### config.mk
export PLATFORM = sky130hd
export DESIGN_NAME = host_ctrl_flat
export DESIGN_NICKNAME = d
export VERILOG_FILES = /design/src/dac_pkg.sv /design/src/dac_link_if.sv /design/src/word_buffer.sv /design/src/host_ctrl.sv /design/src/flat_wrapper.sv
export SDC_FILE = /design/constraint.sdc
export NUM_CORES = 1
export LEC_CHECK = 0
export ABC_CLOCK_PERIOD_IN_PS = 3300
export BUFFER_PORTS_ARGS = -buffer_cell sky130_fd_sc_hd__buf_2
export CORE_ASPECT_RATIO = 0.5
export CORE_MARGIN = 2
export CORE_UTILIZATION = 61
export DETAILED_ROUTE_END_ITERATION = 10
export GPL_ROUTABILITY_DRIVEN = 0
export GPL_TIMING_DRIVEN = 0
export PLACE_DENSITY_LB_ADDON = 0.25
export SLEW_MARGIN = 20
export SYNTH_ARGS = -nofsm -noshare
export SYNTH_HDL_FRONTEND = slang
export SYNTH_SLANG_ARGS = --single-unit
### constraint.sdc
create_clock -name clk_i -period 3.3 [get_ports clk_i]
set_input_delay 0.495 -clock clk_i [delete_from_list [all_inputs] [get_ports clk_i]]
set_output_delay 0.495 -clock clk_i [all_outputs]
set_load 0.05 [all_outputs]
### src/dac_pkg.sv
// Shared constants and types for the quad converter serial load path
package dac_pkg;

  // ----------------------------------------------------------------
  // Word layout
  // ----------------------------------------------------------------
  localparam int WORD_BITS = 24;
  localparam int CODE_BITS = 16;
  localparam int CHANNELS = 4;
  localparam int CHANNEL_ADDR_HI_POS = 23;
  localparam int CHANNEL_ADDR_LO_POS = 22;
  localparam int BROADCAST_POS = 21;
  localparam int CODE_MSB_POS = 15;
  localparam int BIT_CNT_W = 5;
  localparam logic [BIT_CNT_W-1:0] LAST_BIT_IDX = 5'h17;
  localparam logic [4:0] UNUSED_BITS_VALUE = 5'h00;

  // ----------------------------------------------------------------
  // Reset values
  // ----------------------------------------------------------------
  localparam logic [CODE_BITS-1:0] MIDSCALE_CODE = 16'h8000;
  localparam logic [CODE_BITS-1:0] ZEROSCALE_CODE = 16'h0000;

  // ----------------------------------------------------------------
  // Timing
  // ----------------------------------------------------------------
  localparam int CLK_HZ = 250_000_000;
  localparam int SCLK_HZ = 4_000_000;
  localparam int SCLK_HALF_CYC = CLK_HZ / (2 * SCLK_HZ);
  localparam int STROBE_NS = 5000;
  localparam int STROBE_CYC = (STROBE_NS * (CLK_HZ / 1_000_000) + 999) / 1000;
  localparam int TIMER_W = 11;

  // ----------------------------------------------------------------
  // Host sequencer states
  // ----------------------------------------------------------------
  typedef enum logic [2:0] {
    ST_IDLE     = 3'h0,
    ST_SELECT   = 3'h1,
    ST_SHIFT    = 3'h2,
    ST_DESELECT = 3'h3,
    ST_LOAD     = 3'h4,
    ST_GAP      = 3'h5,
    ST_UPDATE   = 3'h6
  } host_state_e;

endpackage

### src/dac_link_if.sv
// Serial link and strobe pins between the host and the converter
`timescale 1ns/1ns
`default_nettype none
interface dac_link_if;
  logic sclk;
  logic cs_n;
  logic sdi;
  logic load_n;
  logic output_update_strobe;
  logic reset_n;
  logic reset_level_select;

  modport host (
    output sclk, cs_n, sdi, load_n, output_update_strobe, reset_n, reset_level_select
  );
  modport device (
    input sclk, cs_n, sdi, load_n, output_update_strobe, reset_n, reset_level_select
  );
endinterface
`default_nettype wire

### src/word_buffer.sv
// Small valid/ready buffer for command words
`timescale 1ns/1ns
`default_nettype none
module word_buffer #(
  parameter int WIDTH = 19,
  parameter int DEPTH = 2
) (
  input wire logic clk_i,
  input wire logic rst_n_i,
  input wire logic ce_i,
  input wire logic in_valid_i,
  output logic in_ready_o,
  input wire logic [WIDTH-1:0] in_data_i,
  output logic out_valid_o,
  input wire logic out_ready_i,
  output logic [WIDTH-1:0] out_data_o
);
  localparam int PTR_W = (DEPTH > 1) ? $clog2(DEPTH) : 1;

  logic [WIDTH-1:0] mem_q [DEPTH];
  logic [PTR_W-1:0] wr_ptr_q;
  logic [PTR_W-1:0] rd_ptr_q;
  logic [PTR_W:0] count_q;

  wire push = in_valid_i && in_ready_o && ce_i;
  wire pop = out_valid_o && out_ready_i && ce_i;

  assign in_ready_o = (count_q != (PTR_W+1)'(DEPTH));
  assign out_valid_o = (count_q != '0);
  assign out_data_o = mem_q[rd_ptr_q];

  function automatic logic [PTR_W-1:0] bump(input logic [PTR_W-1:0] p);
    bump = (p == PTR_W'(DEPTH - 1)) ? '0 : p + 1'b1;
  endfunction

  always_ff @(posedge clk_i) begin
    if (push) begin
      mem_q[wr_ptr_q] <= in_data_i;
    end
  end

  always_ff @(posedge clk_i or negedge rst_n_i) begin
    if (!rst_n_i) begin
      wr_ptr_q <= '0;
      rd_ptr_q <= '0;
      count_q <= '0;
    end else begin
      if (push) wr_ptr_q <= bump(wr_ptr_q);
      if (pop) rd_ptr_q <= bump(rd_ptr_q);
      if (push && !pop) count_q <= count_q + 1'b1;
      else if (pop && !push) count_q <= count_q - 1'b1;
    end
  end
endmodule
`default_nettype wire

### src/host_ctrl.sv
// Host end: builds command words and drives the serial link and strobes
`timescale 1ns/1ns
`default_nettype none
module host_ctrl
  import dac_pkg::*;
#(
  parameter int BUF_DEPTH = 2
) (
  input wire logic clk_i,
  input wire logic rst_n_i,
  input wire logic ce_i,
  input wire logic word_valid_i,
  output logic word_ready_o,
  input wire logic [1:0] channel_addr_i,
  input wire logic broadcast_i,
  input wire logic [CODE_BITS-1:0] code_i,
  output logic busy_o,
  output logic done_o,
  dac_link_if.host link
);
  localparam int CMD_W = 2 + 1 + CODE_BITS;
  localparam logic [TIMER_W-1:0] HALF_LOAD = TIMER_W'(SCLK_HALF_CYC - 1);
  localparam logic [TIMER_W-1:0] STROBE_LOAD = TIMER_W'(STROBE_CYC - 1);

  // ----------------------------------------------------------------
  // Command buffer
  // ----------------------------------------------------------------
  logic cmd_valid;
  logic [CMD_W-1:0] cmd_data;
  host_state_e state_q;
  wire cmd_take = (state_q == ST_IDLE) && cmd_valid;

  word_buffer #(.WIDTH(CMD_W), .DEPTH(BUF_DEPTH)) u_buf (
    .clk_i(clk_i),
    .rst_n_i(rst_n_i),
    .ce_i(ce_i),
    .in_valid_i(word_valid_i),
    .in_ready_o(word_ready_o),
    .in_data_i({channel_addr_i, broadcast_i, code_i}),
    .out_valid_o(cmd_valid),
    .out_ready_i(cmd_take),
    .out_data_o(cmd_data)
  );

  // Unused positions are sent as zero
  wire [WORD_BITS-1:0] cmd_word = {cmd_data[CMD_W-1 -: 3], UNUSED_BITS_VALUE, cmd_data[CODE_BITS-1:0]};

  // ----------------------------------------------------------------
  // Sequencer
  // ----------------------------------------------------------------
  logic [WORD_BITS-1:0] shift_q;
  logic [BIT_CNT_W-1:0] bit_q;
  logic [TIMER_W-1:0] tmr_q;
  logic sclk_q;
  logic cs_n_q;
  logic sdi_q;
  logic load_n_q;
  logic update_q;
  logic done_q;

  wire tmr_zero = (tmr_q == '0);

  always_ff @(posedge clk_i or negedge rst_n_i) begin
    if (!rst_n_i) begin
      state_q <= ST_IDLE;
      shift_q <= '0;
      bit_q <= '0;
      tmr_q <= '0;
      sclk_q <= 1'b1;
      cs_n_q <= 1'b1;
      sdi_q <= 1'b0;
      load_n_q <= 1'b1;
      update_q <= 1'b1;
      done_q <= 1'b0;
    end else if (ce_i) begin
      done_q <= 1'b0;
      tmr_q <= tmr_zero ? tmr_q : tmr_q - 1'b1;
      case (state_q)
        ST_IDLE: begin
          if (cmd_valid) begin
            shift_q <= cmd_word;
            bit_q <= '0;
            cs_n_q <= 1'b0;
            tmr_q <= HALF_LOAD;
            state_q <= ST_SELECT;
          end
        end
        ST_SELECT: begin
          if (tmr_zero) begin
            state_q <= ST_SHIFT;
          end
        end
        ST_SHIFT: begin
          if (tmr_zero) begin
            tmr_q <= HALF_LOAD;
            if (sclk_q) begin
              sclk_q <= 1'b0;
              sdi_q <= shift_q[WORD_BITS-1];
            end else begin
              sclk_q <= 1'b1;
              shift_q <= {shift_q[WORD_BITS-2:0], 1'b0};
              bit_q <= bit_q + 1'b1;
              // Three bytes run back to back in one select period
              if (bit_q == LAST_BIT_IDX) begin
                state_q <= ST_DESELECT;
              end
            end
          end
        end
        ST_DESELECT: begin
          if (tmr_zero) begin
            cs_n_q <= 1'b1;
            load_n_q <= 1'b0;
            tmr_q <= STROBE_LOAD;
            state_q <= ST_LOAD;
          end
        end
        ST_LOAD: begin
          if (tmr_zero) begin
            load_n_q <= 1'b1;
            tmr_q <= STROBE_LOAD;
            state_q <= ST_GAP;
          end
        end
        ST_GAP: begin
          if (tmr_zero) begin
            update_q <= 1'b0;
            tmr_q <= STROBE_LOAD;
            state_q <= ST_UPDATE;
          end
        end
        ST_UPDATE: begin
          if (tmr_zero) begin
            update_q <= 1'b1;
            done_q <= 1'b1;
            state_q <= ST_IDLE;
          end
        end
        default: begin
          state_q <= ST_IDLE;
        end
      endcase
    end
  end

  // ----------------------------------------------------------------
  // Pins
  // ----------------------------------------------------------------
  assign link.sclk = sclk_q;
  assign link.cs_n = cs_n_q;
  assign link.sdi = sdi_q;
  assign link.load_n = load_n_q;
  assign link.output_update_strobe = update_q;
  assign link.reset_n = 1'b1;
  assign link.reset_level_select = 1'b1;
  assign busy_o = (state_q != ST_IDLE);
  assign done_o = done_q;
endmodule
`default_nettype wire

### src/flat_wrapper.sv
// flat-port wrapper written by rule: the top's interface ports become plain ports
module host_ctrl_flat import dac_pkg::*;
#(
  parameter int BUF_DEPTH = 2
)
  (clk_i, rst_n_i, ce_i, word_valid_i, word_ready_o, channel_addr_i, broadcast_i, code_i, busy_o, done_o, link_sclk, link_cs_n, link_sdi, link_load_n, link_output_update_strobe, link_reset_n, link_reset_level_select);
  dac_link_if link_i ();
  input wire logic clk_i;
  input wire logic rst_n_i;
  input wire logic ce_i;
  input wire logic word_valid_i;
  output logic word_ready_o;
  input wire logic [1:0] channel_addr_i;
  input wire logic broadcast_i;
  input wire logic [CODE_BITS-1:0] code_i;
  output logic busy_o;
  output logic done_o;
  output wire logic [$bits(link_i.sclk)-1:0] link_sclk;
  output wire logic [$bits(link_i.cs_n)-1:0] link_cs_n;
  output wire logic [$bits(link_i.sdi)-1:0] link_sdi;
  output wire logic [$bits(link_i.load_n)-1:0] link_load_n;
  output wire logic [$bits(link_i.output_update_strobe)-1:0] link_output_update_strobe;
  output wire logic [$bits(link_i.reset_n)-1:0] link_reset_n;
  output wire logic [$bits(link_i.reset_level_select)-1:0] link_reset_level_select;
  assign link_sclk = link_i.sclk;
  assign link_cs_n = link_i.cs_n;
  assign link_sdi = link_i.sdi;
  assign link_load_n = link_i.load_n;
  assign link_output_update_strobe = link_i.output_update_strobe;
  assign link_reset_n = link_i.reset_n;
  assign link_reset_level_select = link_i.reset_level_select;
  host_ctrl #(.BUF_DEPTH(BUF_DEPTH)) u_core (.clk_i(clk_i), .rst_n_i(rst_n_i), .ce_i(ce_i), .word_valid_i(word_valid_i), .word_ready_o(word_ready_o), .channel_addr_i(channel_addr_i), .broadcast_i(broadcast_i), .code_i(code_i), .busy_o(busy_o), .done_o(done_o), .link(link_i));
endmodule
## Word-level counts from Yosys, hierarchy flattened

Memory sizes are Yosys's and may differ from the RTL's.
Cells that the tools add are included.

| cells by class | value |
|---|---|
| multiplexer cells | 38 |
| eq/ne operators | 17 |
| reductions and logical operators | 26 |
| add/subtract/negate cells | 6 |

Operators by type and width:

| operator | count |
|---|---|
| $mux 24 | 3 |
| $pmux 24 s2 | 1 |
| $mux 11 | 4 |
| $pmux 11 s3 | 1 |
| $mux 3 | 9 |
| $pmux 3 s7 | 1 |
| $ne 2x1->1 const B | 8 |
| $reduce_and 4->1 | 4 |
| $mux 5 | 3 |
| $reduce_bool 2->1 | 6 |
| $logic_not 11->1 | 1 |
| $sub 11x1->11 const B | 1 |
| $mux 1 | 10 |
| $pmux 5 s2 | 1 |
| $reduce_and 10->1 | 1 |
| $eq 3x3->1 const B | 3 |
| $logic_and 1x1->1 | 7 |
| $eq 3x2->1 const B | 2 |
| $pmux 1 s2 | 3 |
| $add 5x1->5 const B | 1 |
| $eq 5x5->1 const B | 1 |
| $reduce_and 5->1 | 1 |
| $mux 2 | 2 |
| $ne 2x2->1 const B | 2 |
| other kinds (9) | 11 |

| word-level totals | value |
|---|---|
| bits in registers | 53 |
| logic and storage cells | 101 |
| input bits | 23 |
| memories | 1 |
| output and inout port bits | 10 |
| bits in writable memories | 38 |

Memory list:

| memory | words | width | rd ports | clocked after Yosys merged registers in | write ports | line | RTL |
|---|---|---|---|---|---|---|---|
| u_core.u_buf.mem_q | 2 | 19 | 1 | 0 | 1 | word_buffer.sv:20 | `logic [WIDTH-1:0] mem_q [DEPTH];` |

## Longest topological paths before layout

Gate-level depths: netlist of the first run.

| depth | value |
|---|---|
| word-level depth | 7 |
| mapped depth | 11 |
| mapped depth without buffers | 10 |

## Cells and area by module

Synthesis of the first run repeated with hierarchy kept, for this count alone.

| second synthesis, totals | value |
|---|---|
| cell total of the unflattened synthesis | 375 |
| area total of the unflattened synthesis | 4299.1 um^2 |

By module, submodules not included:

| module | cells an instance | seq. area each (um^2) | area an instance (um^2) | instances |
|---|---|---|---|---|
| host_ctrl | 299 | 1231.2 | 2711.4 | 1 |
| word_buffer | 76 | 1241.2 | 1587.8 | 1 |

## Worst setup path before layout of the first run

No wires, ideal clock.

| timing path | value |
|---|---|
| kind | reg2reg |
| start | reg u_core.u_buf.count_q[0] |
| end | mem u_core.u_buf.mem_q[0][0] (enable) |
| required time | 2.903 ns |
| path buffers | 0 |
| cell stages (with the launch flop) | 4 |
| arrival time | 2.060 ns |
| setup time | 0.397 ns |
| clock period less this slack | 2.457 ns |
| setup slack | 0.843 ns |
| path through | dfrtp_1 > nand2b_1 > and3_1 > nor2b_1 |

| on the way | value |
|---|---|
| cells in the longest elaborated chain, start to end | 5 |

RTL lines:

| element | line | RTL |
|---|---|---|
| start, declared | word_buffer.sv:23 | `logic [PTR_W:0] count_q;` |
| start signal, assigned | word_buffer.sv:50 | `if (push && !pop) count_q <= count_q + 1'b1;` |
| start signal, assigned | word_buffer.sv:51 | `else if (pop && !push) count_q <= count_q - 1'b1;` |
| $ne 2x2->1 | word_buffer.sv:28 | `assign in_ready_o = (count_q != (PTR_W+1)'(DEPTH));` |
| named net word_ready_o | flat_wrapper.sv:12 | `output logic word_ready_o;` |
| $logic_and 1x1->1 (2 in series) | word_buffer.sv:25 | `wire push = in_valid_i && in_ready_o && ce_i;` |
| named net u_core.u_buf.push | word_buffer.sv:25 |  |
| $mux 1 | word_buffer.sv:37 | `if (push) begin` |
| $mux 1 (not written as such) | word_buffer.sv:38 | `mem_q[wr_ptr_q] <= in_data_i;` |
| end, declared | word_buffer.sv:20 |  |

The timed path passes the listed nets, and every way through them passes these cells.

## Worst setup path in the final report of the first run

| timing path | value |
|---|---|
| start | reg u_core.tmr_q[0] |
| end | reg u_core.shift_q[22] |

| on the way | value |
|---|---|
| cells in the longest elaborated chain, start to end | 3 |

RTL lines:

| element | line | RTL |
|---|---|---|
| start, declared | host_ctrl.sv:53 | `logic [TIMER_W-1:0] tmr_q;` |
| start signal, assigned | host_ctrl.sv:77 | `tmr_q <= tmr_zero ? tmr_q : tmr_q - 1'b1;` |
| $logic_not 11->1 | host_ctrl.sv:61 | `wire tmr_zero = (tmr_q == '0);` |
| $ne 2x1->1 (no source line) | -- |  |
| $reduce_and 5->1 (no source line) | -- |  |
| end signal, assigned | host_ctrl.sv:81 | `shift_q <= cmd_word;` |
| end signal, assigned | host_ctrl.sv:101 | `shift_q <= {shift_q[WORD_BITS-2:0], 1'b0};` |
| end, declared | host_ctrl.sv:51 | `logic [WORD_BITS-1:0] shift_q;` |

Every way passes these cells.
A chain may end at the register's enable or synchronous reset.

==> out/results.tsv, run 1 <==
stage	metric	value	unit
logic_synthesis	area share of the largest cell type after synthesis	29.1	%
logic_synthesis	top post-synthesis cells by area	sky130_fd_sc_hd__dfrtp_1 29%, sky130_fd_sc_hd__edfxtp_1 27%, sky130_fd_sc_hd__mux2i_1 4.5%	
clock_network	clock sink count	91	
timing	worst clock skew on the final layout	5.89	ps
global_route	number of global-route vias before repair	3003	
drt	routed length per instance	16.6	µm
timing	shortest period the worst path allows	2430	ps
global_route	initial antenna violation count	0	
floorplanning	starting density of the core	63.2	%
drt	count of antenna-violating nets left after detailed routing	0	
finish	most common cell after layout, fill and taps aside	sky130_fd_sc_hd__dfrtp_1	
worst_setup_path	category of the most critical setup path	reg2reg	
worst_setup_path	CP bufs+invs	2	
finish	Finished Layout Cells	515	
drt	routed wire length	8570	µm
pwr	maximum vdd ir drop	0.000564	V
logic_synthesis	syn avg cell area	11.2	µm²
clock_network	clk root buf	sky130_fd_sc_hd__clkbuf_16	
job	count of max-cap constraint violations	0	
outcome	status	complete, no violations	
timing	unrepaired setup endpoints after global routing	false	
logic_synthesis	cell type contributing the most total cell area after synthesis	sky130_fd_sc_hd__dfrtp_1	
worst_setup_path	crit-path max cell delay	450	ps
worst_setup_path	data required time at the worst endpoint	3550	ps
worst_setup_path	Crit Path Max Fanout	10	
floorplanning	Die Height	62.8	µm
finish	nets	447	
clock_network	# H-tree levels	3	
global_route	global router's overall resource usage	24.6	%
timing	highest attainable clock frequency	0.412	GHz
timing	Max Slew Vio Count	0	
timing	count of endpoints failing setup in the final report	0	
pwr	Leak Pwr	1.89	nW
timing	count of endpoints failing hold in the final timing report	0	
floorplanning	std cell rows	21	
worst_setup_path	CP top delay family	compound AO/OA/AOI/OAI gates	
finish	commonest cells after routing, fill and taps aside	49 x sky130_fd_sc_hd__dfrtp_1, 39 x sky130_fd_sc_hd__nor2_1, 38 x sky130_fd_sc_hd__edfxtp_1, 35 x sky130_fd_sc_hd__buf_2, 31 x sky130_fd_sc_hd__nand2_1	
global_route	first-pass GRT wire length	14300	µm
timing	max-slew headroom at the worst pin	39.2	%
clock_network	CTS hold repair buffers	0	
floorplanning	IO Count	33	
logic_synthesis	dominant synthesized flop cell	sky130_fd_sc_hd__dfrtp_1	
clock_network	maximum number of buffers from clock root to sink	2	
timing	Final period util	73.5	%
finish	fraction of layout instances using a drive strength above 1	17.3	%
floorplanning	overall die width	122	µm
finish	area of combinational cells with multiple inputs	1590	µm²
drt	detailed-routing iteration count for the pre-antenna-repair pass	5	
worst_setup_path	arrival time at the worst endpoint	2680	ps
worst_setup_path	crit path cell chain	inv_1 > ha_1 > nor4b_4 > nand4_2 > a21oi_2 > buf_2 > nor2_1 > a211oi_1	
place	detailed-placement wirelength estimate	5740	µm
clock_network	Post-CTS Repair Setup Buffers	0	
logic_synthesis	Netlist cell types	59	
finish	filler instances	475	
hold_path	type of the tightest min-delay check	in2async	
global_route	sum of overflow across all layers after global routing	0	
floorplanning	core outline area	6670	µm²
clock_network	Reg clk slew, reported paths	60	ps
worst_setup_path	element type at the critical path start	flop	
floorplanning	Die Area	7630	µm²
place	number of buffer cells added on primary ports	30	
logic_synthesis	instance count of the mapped netlist	375	
finish	number of inserted diodes	0	
drt	post-route DRC violation count	0	
logic_synthesis	Warnings, synthesis	0	
pwr	post-layout total power	3.51	mW
logic_synthesis	Post-synth EDFFs	38	
clock_network	CTS tree	done	
logic_synthesis	share of the yosys chip area belonging to registers	58.6	%
place	total placed cells including tap cells	499	
pwr	total power divided by cell area	735	nW/µm²
logic_synthesis	netlist area before placement	4220	µm²
drt	DRC marker count from the first detailed-route iteration	311	
clock_network	count of cells resized by post-cts repair	0	
worst_setup_path	standard cell with the maximum stage delay on the critical path	sky130_fd_sc_hd__dfrtp_1	
logic_synthesis	post-synthesis async set-or-reset flop share	58.2	%
timing	sum of negative setup slack	0	ps
drt	count of vias placed by the detailed router	3127	
timing	slew of the pin with the lowest slew margin	911	ps
clock_network	cts bufs inserted	9	
clock_network	clock latency of the later-clocked register in the worst-skew pair	350	ps
global_route	largest net degree at the start of global routing	54	
finish	area used by sequential logic in the layout	2470	µm²
logic_synthesis	Seq cells post-synth	91	
worst_setup_path	Setup crit end kind	flop	
finish	Layout area overhead	13.2	%
drt	number of vias per cell after detailed routing	6.07	
## layer usage
layer  wire length (µm)  GRT usage, %  vias up
li1                   -             -     1463
met5                  0             0        -
met1               3810          32.0     1530
met4                114          9.34        0
met2               4090          39.3      119
met3                555          7.66       15
## flip-flops by register name, summed over array words and instances (netlist names)
signal,flops
u_core.u_buf.mem_q,38
u_core.shift_q,24
u_core.tmr_q,11
u_core.bit_q,5
u_core.state_q,3
u_core.u_buf.count_q,2
u_core.done_o,1
u_core.link.cs_n,1
u_core.link.load_n,1
u_core.link.output_update_strobe,1
u_core.link.sclk,1
u_core.link.sdi,1
u_core.u_buf.rd_ptr_q,1
u_core.u_buf.wr_ptr_q,1
## path summary, 6_finish.rpt
path / slack [ps] / depth (start not counted) / from / to
hold / removal: 180 / 1 / rst_n_i / u_core.tmr_q[2]$_DFFE_PN0P_
hold reg to reg: 470 / 2 / u_core.shift_q[18]$_DFFE_PN0P_ / u_core.shift_q[18]$_DFFE_PN0P_
max in group asynchronous: 2670 / 1 / rst_n_i / u_core.shift_q[8]$_DFFE_PN0P_
setup reg to reg: 870 / 8 / u_core.tmr_q[0]$_DFFE_PN0P_ / u_core.shift_q[22]$_DFFE_PN0P_
setup / recovery: 870 / 8 / u_core.tmr_q[0]$_DFFE_PN0P_ / u_core.shift_q[22]$_DFFE_PN0P_
min in group clk_i: 330 / 1 / channel_addr_i[1] / u_core.u_buf.mem_q[0][18]$_DFFE_PP_
## synth_stat cells, drive strengths merged (3+ instances only)
cell type,number
nor4b,4
dfstp,4
buf,11
dfrtp,49
inv,10
and3,3
a211oi,22
xor2,3
ha,6
mux2i,19
xnor2,4
nor3,22
clkbuf,14
edfxtp,38
o21ai,23
a21oi,13
a22o,3
nand2,31
nor2,39
a31oi,5
nand4,4
nand3,11
## power by group
group	internal, mW	leakage (nW)	switching, mW	total [mW]
sequential	1.45	0.981	0.196	1.64
clock	0.511	0.127	0.427	0.938
combinational	0.356	0.780	0.569	0.925
total	2.31	1.89	1.19	3.51
## cells by family after synthesis
logic type      after synthesis  synth area share (%)
xor+xnor                      7                  1.45
buf+inv                      35                  3.92
other cells                   1                0.0889
simple gates                130                  15.7
compound gates               84                  13.4
flops                        91                  58.6
mux                          21                  5.04
fa+ha+maj                     6                  1.78
## per-stage QoR
step,area (µm²),utilization (%),worst slack [ps],hold WS (ps)
2_1_floorplan,4220,-,843,199
3_3_place_gp,4490,67.2,298,453
3_5_place_dp,4500,67.5,751,461
4_1_cts,4770,71.5,896,197
5_1_grt,4770,71.5,718,237
6_report,4770,71.5,873,177
## layout make-up
class / count / area share (%)
Timing Repair Buffer: 31 / 3.43
Tap cell: 92 / 2.41
Inverter: 10 / 0.787
Multi-Input combinational cell: 250 / 33.2
Buffer: 25 / 2.67
Sequential cell: 91 / 51.8
Clock buffer: 10 / 4.80
Clock inverter: 6 / 0.865
(Power assumes the default switching activity.)
==> run 2, diff against run 1 <==
--- a/config.mk
+++ b/config.mk
@@ -5,11 +5,11 @@
 export SDC_FILE = /design/constraint.sdc
 export NUM_CORES = 1
 export LEC_CHECK = 0
-export ABC_CLOCK_PERIOD_IN_PS = 3300
+export ABC_CLOCK_PERIOD_IN_PS = 2160
 export BUFFER_PORTS_ARGS = -buffer_cell sky130_fd_sc_hd__buf_2
 export CORE_ASPECT_RATIO = 0.5
 export CORE_MARGIN = 2
-export CORE_UTILIZATION = 61
+export CORE_UTILIZATION = 54
 export DETAILED_ROUTE_END_ITERATION = 10
 export GPL_ROUTABILITY_DRIVEN = 0
 export GPL_TIMING_DRIVEN = 0
==> constraint.sdc (replaced) <==
create_clock -name clk_i -period 2.16 [get_ports clk_i]
set_input_delay 0.324 -clock clk_i [delete_from_list [all_inputs] [get_ports clk_i]]
set_output_delay 0.324 -clock clk_i [all_outputs]
set_load 0.05 [all_outputs]
==> run 2 against run 1 <==
Die area is 12% higher; worst hold slack worse by 160 ps; clock skew is 0.82 ps higher; sequential share of layout area is 2.1 points lower; via count is 0.38% higher; largest power group unchanged; highest routed layer unchanged.
==> out/results.tsv, run 2 (synthesis gave the netlist of run 1 again) <==
stage	metric	value	unit	change
outcome	status	complete, no violations		unchanged
worst_setup_path	arrival time at the worst endpoint	2300	ps	was 2680 ps
finish	fraction of layout instances using a drive strength above 1	23.0	%	was 17.3%
timing	shortest period the worst path allows	2110	ps	was 2430 ps
place	DP Worst Slack	-308	ps	was 751 ps
global_route	first-pass GRT wire length	14600	µm	was 14300 µm
floorplanning	overall die width	129	µm	was 122 µm
drt	post-route DRC violation count	0		unchanged
worst_setup_path	category of the most critical setup path	reg2reg		unchanged
clock_network	clk root buf	sky130_fd_sc_hd__clkbuf_16		unchanged
worst_setup_path	CP top delay family	buffers and inverters		was compound AO/OA/AOI/OAI gates
worst_setup_path	standard cell with the maximum stage delay on the critical path	sky130_fd_sc_hd__dfrtp_2		was sky130_fd_sc_hd__dfrtp_1
pwr	total power divided by cell area	1140	nW/µm²	was 735 nW/µm²
timing	worst clock skew on the final layout	6.71	ps	was 5.89 ps
floorplanning	starting density of the core	56.5	%	was 63.2%
job	count of max-cap constraint violations	0		unchanged
clock_network	Reg clk slew, reported paths	60	ps	about the same
global_route	initial antenna violation count	0		unchanged
clock_network	# H-tree levels	3		unchanged
worst_setup_path	crit-path max cell delay	430	ps	was 450 ps
timing	Max Slew Vio Count	0		unchanged
timing	highest attainable clock frequency	0.474	GHz	was 0.412 GHz
clock_network	clock latency of the later-clocked register in the worst-skew pair	340	ps	was 350 ps
finish	max FFs per register	38		unchanged
finish	Largest Register	u_core.u_buf.mem_q		unchanged
floorplanning	Die Area	8570	µm²	was 7630 µm²
finish	Layout area overhead	18.1	%	was 13.2%
global_route	global router's overall resource usage	22.6	%	was 24.6%
worst_setup_path	Crit Path Max Fanout	10		unchanged
timing	slew of the pin with the lowest slew margin	949	ps	was 911 ps
global_route	largest net degree at the start of global routing	54		unchanged
global_route	sum of overflow across all layers after global routing	0		unchanged
place	total placed cells including tap cells	514		was 499
finish	Finished Layout Cells	535		was 515
finish	number of inserted diodes	0		unchanged
timing	minimum setup slack in the final design	50.3	ps	was 873 ps
finish	Core Util, Final	66.8	%	was 71.5%
finish	area of combinational cells with multiple inputs	1690	µm²	was 1590 µm²
worst_setup_path	crit path cell chain	inv_4 > ha_4 > nor4b_4 > buf_4 > nand4_4 > a21o_1 > buf_6 > buf_4 > nor3_1 > a211oi_1		was inv_1 > ha_1 > nor4b_4 > nand4_2 > a21oi_2 > buf_2 > nor2_1 > a211oi_1
timing	Final period util	97.7	%	was 73.5%
drt	number of vias per cell after detailed routing	5.87		was 6.07
pwr	Leak Pwr	1.96	nW	was 1.89 nW
clock_network	CTS hold repair buffers	0		unchanged
hold_path	type of the tightest min-delay check	in2async		unchanged
finish	largest registers	u_core.u_buf.mem_q (38), u_core.shift_q (24), u_core.tmr_q (11)		unchanged
finish	area used by sequential logic in the layout	2470	µm²	about the same
floorplanning	Die Height	66.5	µm	was 62.8 µm
drt	count of vias placed by the detailed router	3139		was 3127
finish	most common cell after layout, fill and taps aside	sky130_fd_sc_hd__dfrtp_1		unchanged
clock_network	cts bufs inserted	9		unchanged
floorplanning	IO Count	33		unchanged
worst_setup_path	data required time at the worst endpoint	2350	ps	was 3550 ps
pwr	maximum vdd ir drop	0.000671	V	was 0.000564 V
finish	filler instances	542		was 475
drt	routed wire length	8970	µm	was 8570 µm
clock_network	CTS tree	done		unchanged
global_route	number of global-route vias before repair	3013		was 3003
drt	DRC marker count from the first detailed-route iteration	347		was 311
place	detailed-placement wirelength estimate	5840	µm	was 5740 µm
drt	detailed-routing iteration count for the pre-antenna-repair pass	5		unchanged
floorplanning	std cell rows	22		was 21
place	number of buffer cells added on primary ports	30		unchanged
drt	routed length per instance	16.8	µm	was 16.6 µm
worst_setup_path	element type at the critical path start	flop		unchanged
timing	hold_ws	15.9	ps	was 177 ps
floorplanning	core outline area	7460	µm²	was 6670 µm²
timing	max-slew headroom at the worst pin	36.7	%	was 39.2%
finish	nets	451		was 447
worst_setup_path	CP bufs+invs	4		was 2
finish	commonest cells after routing, fill and taps aside	48 x sky130_fd_sc_hd__dfrtp_1, 39 x sky130_fd_sc_hd__nor2_1, 38 x sky130_fd_sc_hd__edfxtp_1, 32 x sky130_fd_sc_hd__buf_2, 31 x sky130_fd_sc_hd__nand2_1		was 49 x sky130_fd_sc_hd__dfrtp_1, 39 x sky130_fd_sc_hd__nor2_1, 38 x sky130_fd_sc_hd__edfxtp_1, 35 x sky130_fd_sc_hd__buf_2, 31 x sky130_fd_sc_hd__nand2_1
worst_setup_path	Setup crit end kind	flop		unchanged
worst_setup_path	cell type with the highest occurrence count on the critical path	sky130_fd_sc_hd__buf_4		
timing	count of endpoints failing hold in the final timing report	0		unchanged
clock_network	clock sink count	91		unchanged
drt	count of antenna-violating nets left after detailed routing	0		unchanged
pwr	post-layout total power	5.68	mW	was 3.51 mW
timing	count of endpoints failing setup in the final report	0		unchanged
clock_network	maximum number of buffers from clock root to sink	2		unchanged
-- run 2: through the flow --
step | setup TNS, ps | instance area (µm²)
2_1_floorplan | 0 | 4220
5_1_grt | -302 | 4980
3_3_place_gp | -8060 | 4510
4_1_cts | 0 | 4880
3_5_place_dp | -13120 | 4510
6_report | 0 | 4980
-- run 2: path summary, 6_finish.rpt --
kind / end / startpoint / slack (ps) / cells after the start
setup / recovery: u_core.shift_q[4]$_DFFE_PN0P_ / u_core.tmr_q[0]$_DFFE_PN0P_ / 50 / 10
hold / removal: u_core.shift_q[22]$_DFFE_PN0P_ / rst_n_i / 20 / 1
setup reg to reg: u_core.shift_q[4]$_DFFE_PN0P_ / u_core.tmr_q[0]$_DFFE_PN0P_ / 50 / 10
hold reg to reg: u_core.shift_q[18]$_DFFE_PN0P_ / u_core.shift_q[18]$_DFFE_PN0P_ / 490 / 2
max in group asynchronous: u_core.tmr_q[0]$_DFFE_PN0P_ / rst_n_i / 1660 / 1
min in group clk_i: u_core.u_buf.mem_q[1][0]$_DFFE_PP_ / code_i[0] / 170 / 1
-- run 2: cell type report --
type	count	area share [%]
buffer	24	2.64
clock inverter	6	1.41
multi-input combinational	250	34.0
timing repair buffer	36	3.97
sequential	91	49.7
clock buffer	10	4.80
tap	108	2.71
inverter	10	0.804
-- run 2: power by group --
part | leakage (nW) | internal, mW | switching, mW | total [mW]
Sequential | 0.979 | 2.21 | 0.308 | 2.52
Clock | 0.153 | 0.938 | 0.657 | 1.59
Combinational | 0.827 | 0.609 | 0.954 | 1.56
Total | 1.96 | 3.76 | 1.92 | 5.68
-- run 2: repair_timing --
| action | 4_1_cts | 5_1_grt |
|---|---|---|
| pin swaps | 2 | 1 |
| gates resized for setup | 8 | 22 |
| buffers inserted | 5 | 1 |
| endpoints found under the setup margin | 34 | 46 |
| cloned | 0 | 0 |
-- run 2: metal layers --
layer	part of all wire, %	GRT usage [%]	routed length [µm]
met1	46	29.7	4080
met5	0	0	0
met2	47	36.7	4210
met3	5.9	6.59	530
met4	1.6	7.34	146
==> run 3, diff against run 2 <==
--- a/config.mk
+++ b/config.mk
@@ -6,7 +6,8 @@
 export NUM_CORES = 1
 export LEC_CHECK = 0
 export ABC_CLOCK_PERIOD_IN_PS = 2160
-export BUFFER_PORTS_ARGS = -buffer_cell sky130_fd_sc_hd__buf_2
+export BUFFER_PORTS_ARGS = -buffer_cell sky130_fd_sc_hd__clkbuf_2
+export CAP_MARGIN = 20
 export CORE_ASPECT_RATIO = 0.5
 export CORE_MARGIN = 2
 export CORE_UTILIZATION = 54
==> run 3 against run 2 <==
Fmax is 0.48% higher; clock power is 8% lower; clock skew is 2.6 ps lower; highest routed layer unchanged.
==> out/results.tsv, run 3 (synthesis gave the netlist of run 1 again) <==
stage	metric	value	unit	change
outcome	status	complete, no violations		unchanged
worst_setup_path	element type at the critical path start	flop		unchanged
drt	routed wire length	8650	µm	was 8970 µm
timing	Final period util	97.2	%	was 97.7%
timing	Max Slew Vio Count	0		unchanged
global_route	initial antenna violation count	0		unchanged
global_route	first-pass GRT wire length	14200	µm	was 14600 µm
hold_path	type of the tightest min-delay check	in2async		unchanged
pwr	Leak Pwr	1.93	nW	was 1.96 nW
drt	post-route DRC violation count	0		unchanged
drt	DRC marker count from the first detailed-route iteration	360		was 347
finish	Largest Register	u_core.u_buf.mem_q		unchanged
timing	hold_ws	51.7	ps	was 15.9 ps
clock_network	clock sink count	91		unchanged
job	count of max-cap constraint violations	0		unchanged
clock_network	# H-tree levels	3		unchanged
global_route	largest net degree at the start of global routing	54		unchanged
floorplanning	IO Count	33		unchanged
pwr	total power divided by cell area	1120	nW/µm²	was 1140 nW/µm²
floorplanning	std cell rows	22		unchanged
worst_setup_path	Setup crit end kind	flop		unchanged
clock_network	CTS hold repair buffers	0		unchanged
finish	most common cell after layout, fill and taps aside	sky130_fd_sc_hd__dfrtp_1		unchanged
floorplanning	Die Area	8570	µm²	unchanged
floorplanning	overall die width	129	µm	unchanged
finish	number of inserted diodes	0		unchanged
clock_network	cts bufs inserted	9		unchanged
floorplanning	core outline area	7460	µm²	unchanged
place	Placement Cell Area	4510	µm²	unchanged
finish	fraction of layout instances using a drive strength above 1	22.8	%	was 23.0%
global_route	global routing usage on met3	7.63	%	was 6.59%
clock_network	clk root buf	sky130_fd_sc_hd__clkbuf_16		unchanged
clock_network	CTS tree	done		unchanged
finish	largest registers	u_core.u_buf.mem_q (38), u_core.shift_q (24), u_core.tmr_q (11)		unchanged
worst_setup_path	data required time at the worst endpoint	2370	ps	was 2350 ps
timing	sum of negative setup slack	0	ps	unchanged
timing	worst clock skew on the final layout	4.13	ps	was 6.71 ps
worst_setup_path	Crit Path Max Fanout	10		unchanged
pwr	maximum vdd ir drop	0.000813	V	was 0.000671 V
finish	total non-filler cell area in the finished layout	4930	µm²	was 4980 µm²
drt	routed length per instance	16.2	µm	was 16.8 µm
global_route	GR met1 Demand/Resource	28.6	%	was 29.7%
timing	shortest period the worst path allows	2100	ps	was 2110 ps
global_route	number of global-route vias before repair	2949		was 3013
timing	count of endpoints failing setup in the final report	0		unchanged
timing	max-slew headroom at the worst pin	52.2	%	was 36.7%
clock_network	maximum number of buffers from clock root to sink	2		unchanged
drt	number of vias per cell after detailed routing	5.78		was 5.87
worst_setup_path	category of the most critical setup path	reg2reg		unchanged
drt	detailed-routing iteration count for the pre-antenna-repair pass	5		unchanged
global_route	sum of overflow across all layers after global routing	0		unchanged
pwr	post-layout total power	5.50	mW	was 5.68 mW
finish	max FFs per register	38		unchanged
global_route	global routing met2 resource utilization	35.1	%	was 36.7%
timing	slew of the pin with the lowest slew margin	717	ps	was 949 ps
global_route	most used routing layer	met2		unchanged
timing	unrepaired setup endpoints after global routing	true		
finish	commonest cells after routing, fill and taps aside	49 x sky130_fd_sc_hd__dfrtp_1, 39 x sky130_fd_sc_hd__nor2_1, 38 x sky130_fd_sc_hd__edfxtp_1, 31 x sky130_fd_sc_hd__nand2_1, 29 x sky130_fd_sc_hd__clkbuf_2		was 48 x sky130_fd_sc_hd__dfrtp_1, 39 x sky130_fd_sc_hd__nor2_1, 38 x sky130_fd_sc_hd__edfxtp_1, 32 x sky130_fd_sc_hd__buf_2, 31 x sky130_fd_sc_hd__nand2_1
worst_setup_path	arrival time at the worst endpoint	2310	ps	was 2300 ps
global_route	global router's overall resource usage	22.1	%	was 22.6%
floorplanning	starting density of the core	56.5	%	unchanged
place	number of buffer cells added on primary ports	30		unchanged
place	detailed-placement wirelength estimate	5710	µm	was 5840 µm
floorplanning	Die Height	66.5	µm	unchanged
clock_network	clock latency of the later-clocked register in the worst-skew pair	340	ps	about the same
timing	count of endpoints failing hold in the final timing report	0		unchanged
timing	highest attainable clock frequency	0.476	GHz	was 0.474 GHz
place	total placed cells including tap cells	514		unchanged
finish	nets	450		was 451
finish	Finished Layout Cells	534		was 535
clock_network	Reg clk slew, reported paths	60	ps	about the same
drt	count of vias placed by the detailed router	3085		was 3139
drt	count of antenna-violating nets left after detailed routing	0		unchanged
finish	filler instances	566		was 542
finish	Layout area overhead	16.9	%	was 18.1%
-- run 3: changes by cell type in the layout (fill, tap and decap cells not counted), moves of 2 or more --
| cell | previous run | this run |
|---|---|---|
| sky130_fd_sc_hd__buf_2 | 32 | 5 |
| sky130_fd_sc_hd__buf_4 | 11 | 8 |
| sky130_fd_sc_hd__clkbuf_2 | 0 | 29 |
| sky130_fd_sc_hd__nor3_4 | 2 | 0 |
-- run 3: through the flow --
step / utilization [%] / worst slack [ps]
global route: 66.1 / -51.2
floorplan: - / 46.7
finish: 66.1 / 60.3
global placement: 60.4 / -203
detailed placement: 60.5 / -347
CTS: 64.9 / 16.3
-- run 3: timing repair --
action,in CTS,in global routing
gates resized for setup,6,22
pin swaps,1,3
setup buffers,4,1
gates cloned,0,0
setup endpoints to repair,31,52
-- run 3: worst paths after layout --
| path | startpoint | endpoint | slack [ps] | cells after the start |
|---|---|---|---|---|
| setup / recovery | u_core.state_q[2]$_DFFE_PN0P_ | u_core.bit_q[4]$_DFFE_PN0P_ | 60 | 8 |
| hold / removal | rst_n_i | u_core.shift_q[22]$_DFFE_PN0P_ | 50 | 1 |
| setup reg to reg | u_core.state_q[2]$_DFFE_PN0P_ | u_core.bit_q[4]$_DFFE_PN0P_ | 60 | 8 |
| hold reg to reg | u_core.shift_q[18]$_DFFE_PN0P_ | u_core.shift_q[18]$_DFFE_PN0P_ | 470 | 2 |
| max in group asynchronous | rst_n_i | u_core.tmr_q[6]$_DFFE_PN0P_ | 1640 | 1 |
| min in group clk_i | code_i[9] | u_core.u_buf.mem_q[1][9]$_DFFE_PP_ | 170 | 1 |
-- run 3: final cells by class --
class	count	area [µm²]	area share (%)
multi-input combinational	250	1680	34.1
sequential	91	2470	50.2
timing repair buffer	35	190	3.86
clock inverter	5	37.5	0.762
buffer	24	130	2.64
clock buffer	11	243	4.93
inverter	10	37.5	0.762
tap	108	135	2.74
-- run 3: routing by layer --
metal,share of wire (%),vias up
li1,-,1468
met1,47,1498
met2,46,106
met3,5.6,13
met4,1.4,0
met5,0,-
-- run 3: worst max-delay path: stages (launching register included) --
cell and delay [ps]:
sky130_fd_sc_hd__dfrtp_1 430, sky130_fd_sc_hd__buf_6 170, sky130_fd_sc_hd__nor3b_4 340, sky130_fd_sc_hd__nand4_2 220, sky130_fd_sc_hd__a21o_1 240, sky130_fd_sc_hd__buf_6 140
sky130_fd_sc_hd__buf_2 190, sky130_fd_sc_hd__o21ai_2 170, sky130_fd_sc_hd__a21oi_2 60
-- run 3: where the power goes --
group          switching, mW  internal, mW  total (mW)
Clock                  0.644         0.815        1.46
Sequential             0.289          2.21        2.50
Combinational          0.938         0.606        1.54
Total                   1.87          3.63        5.50
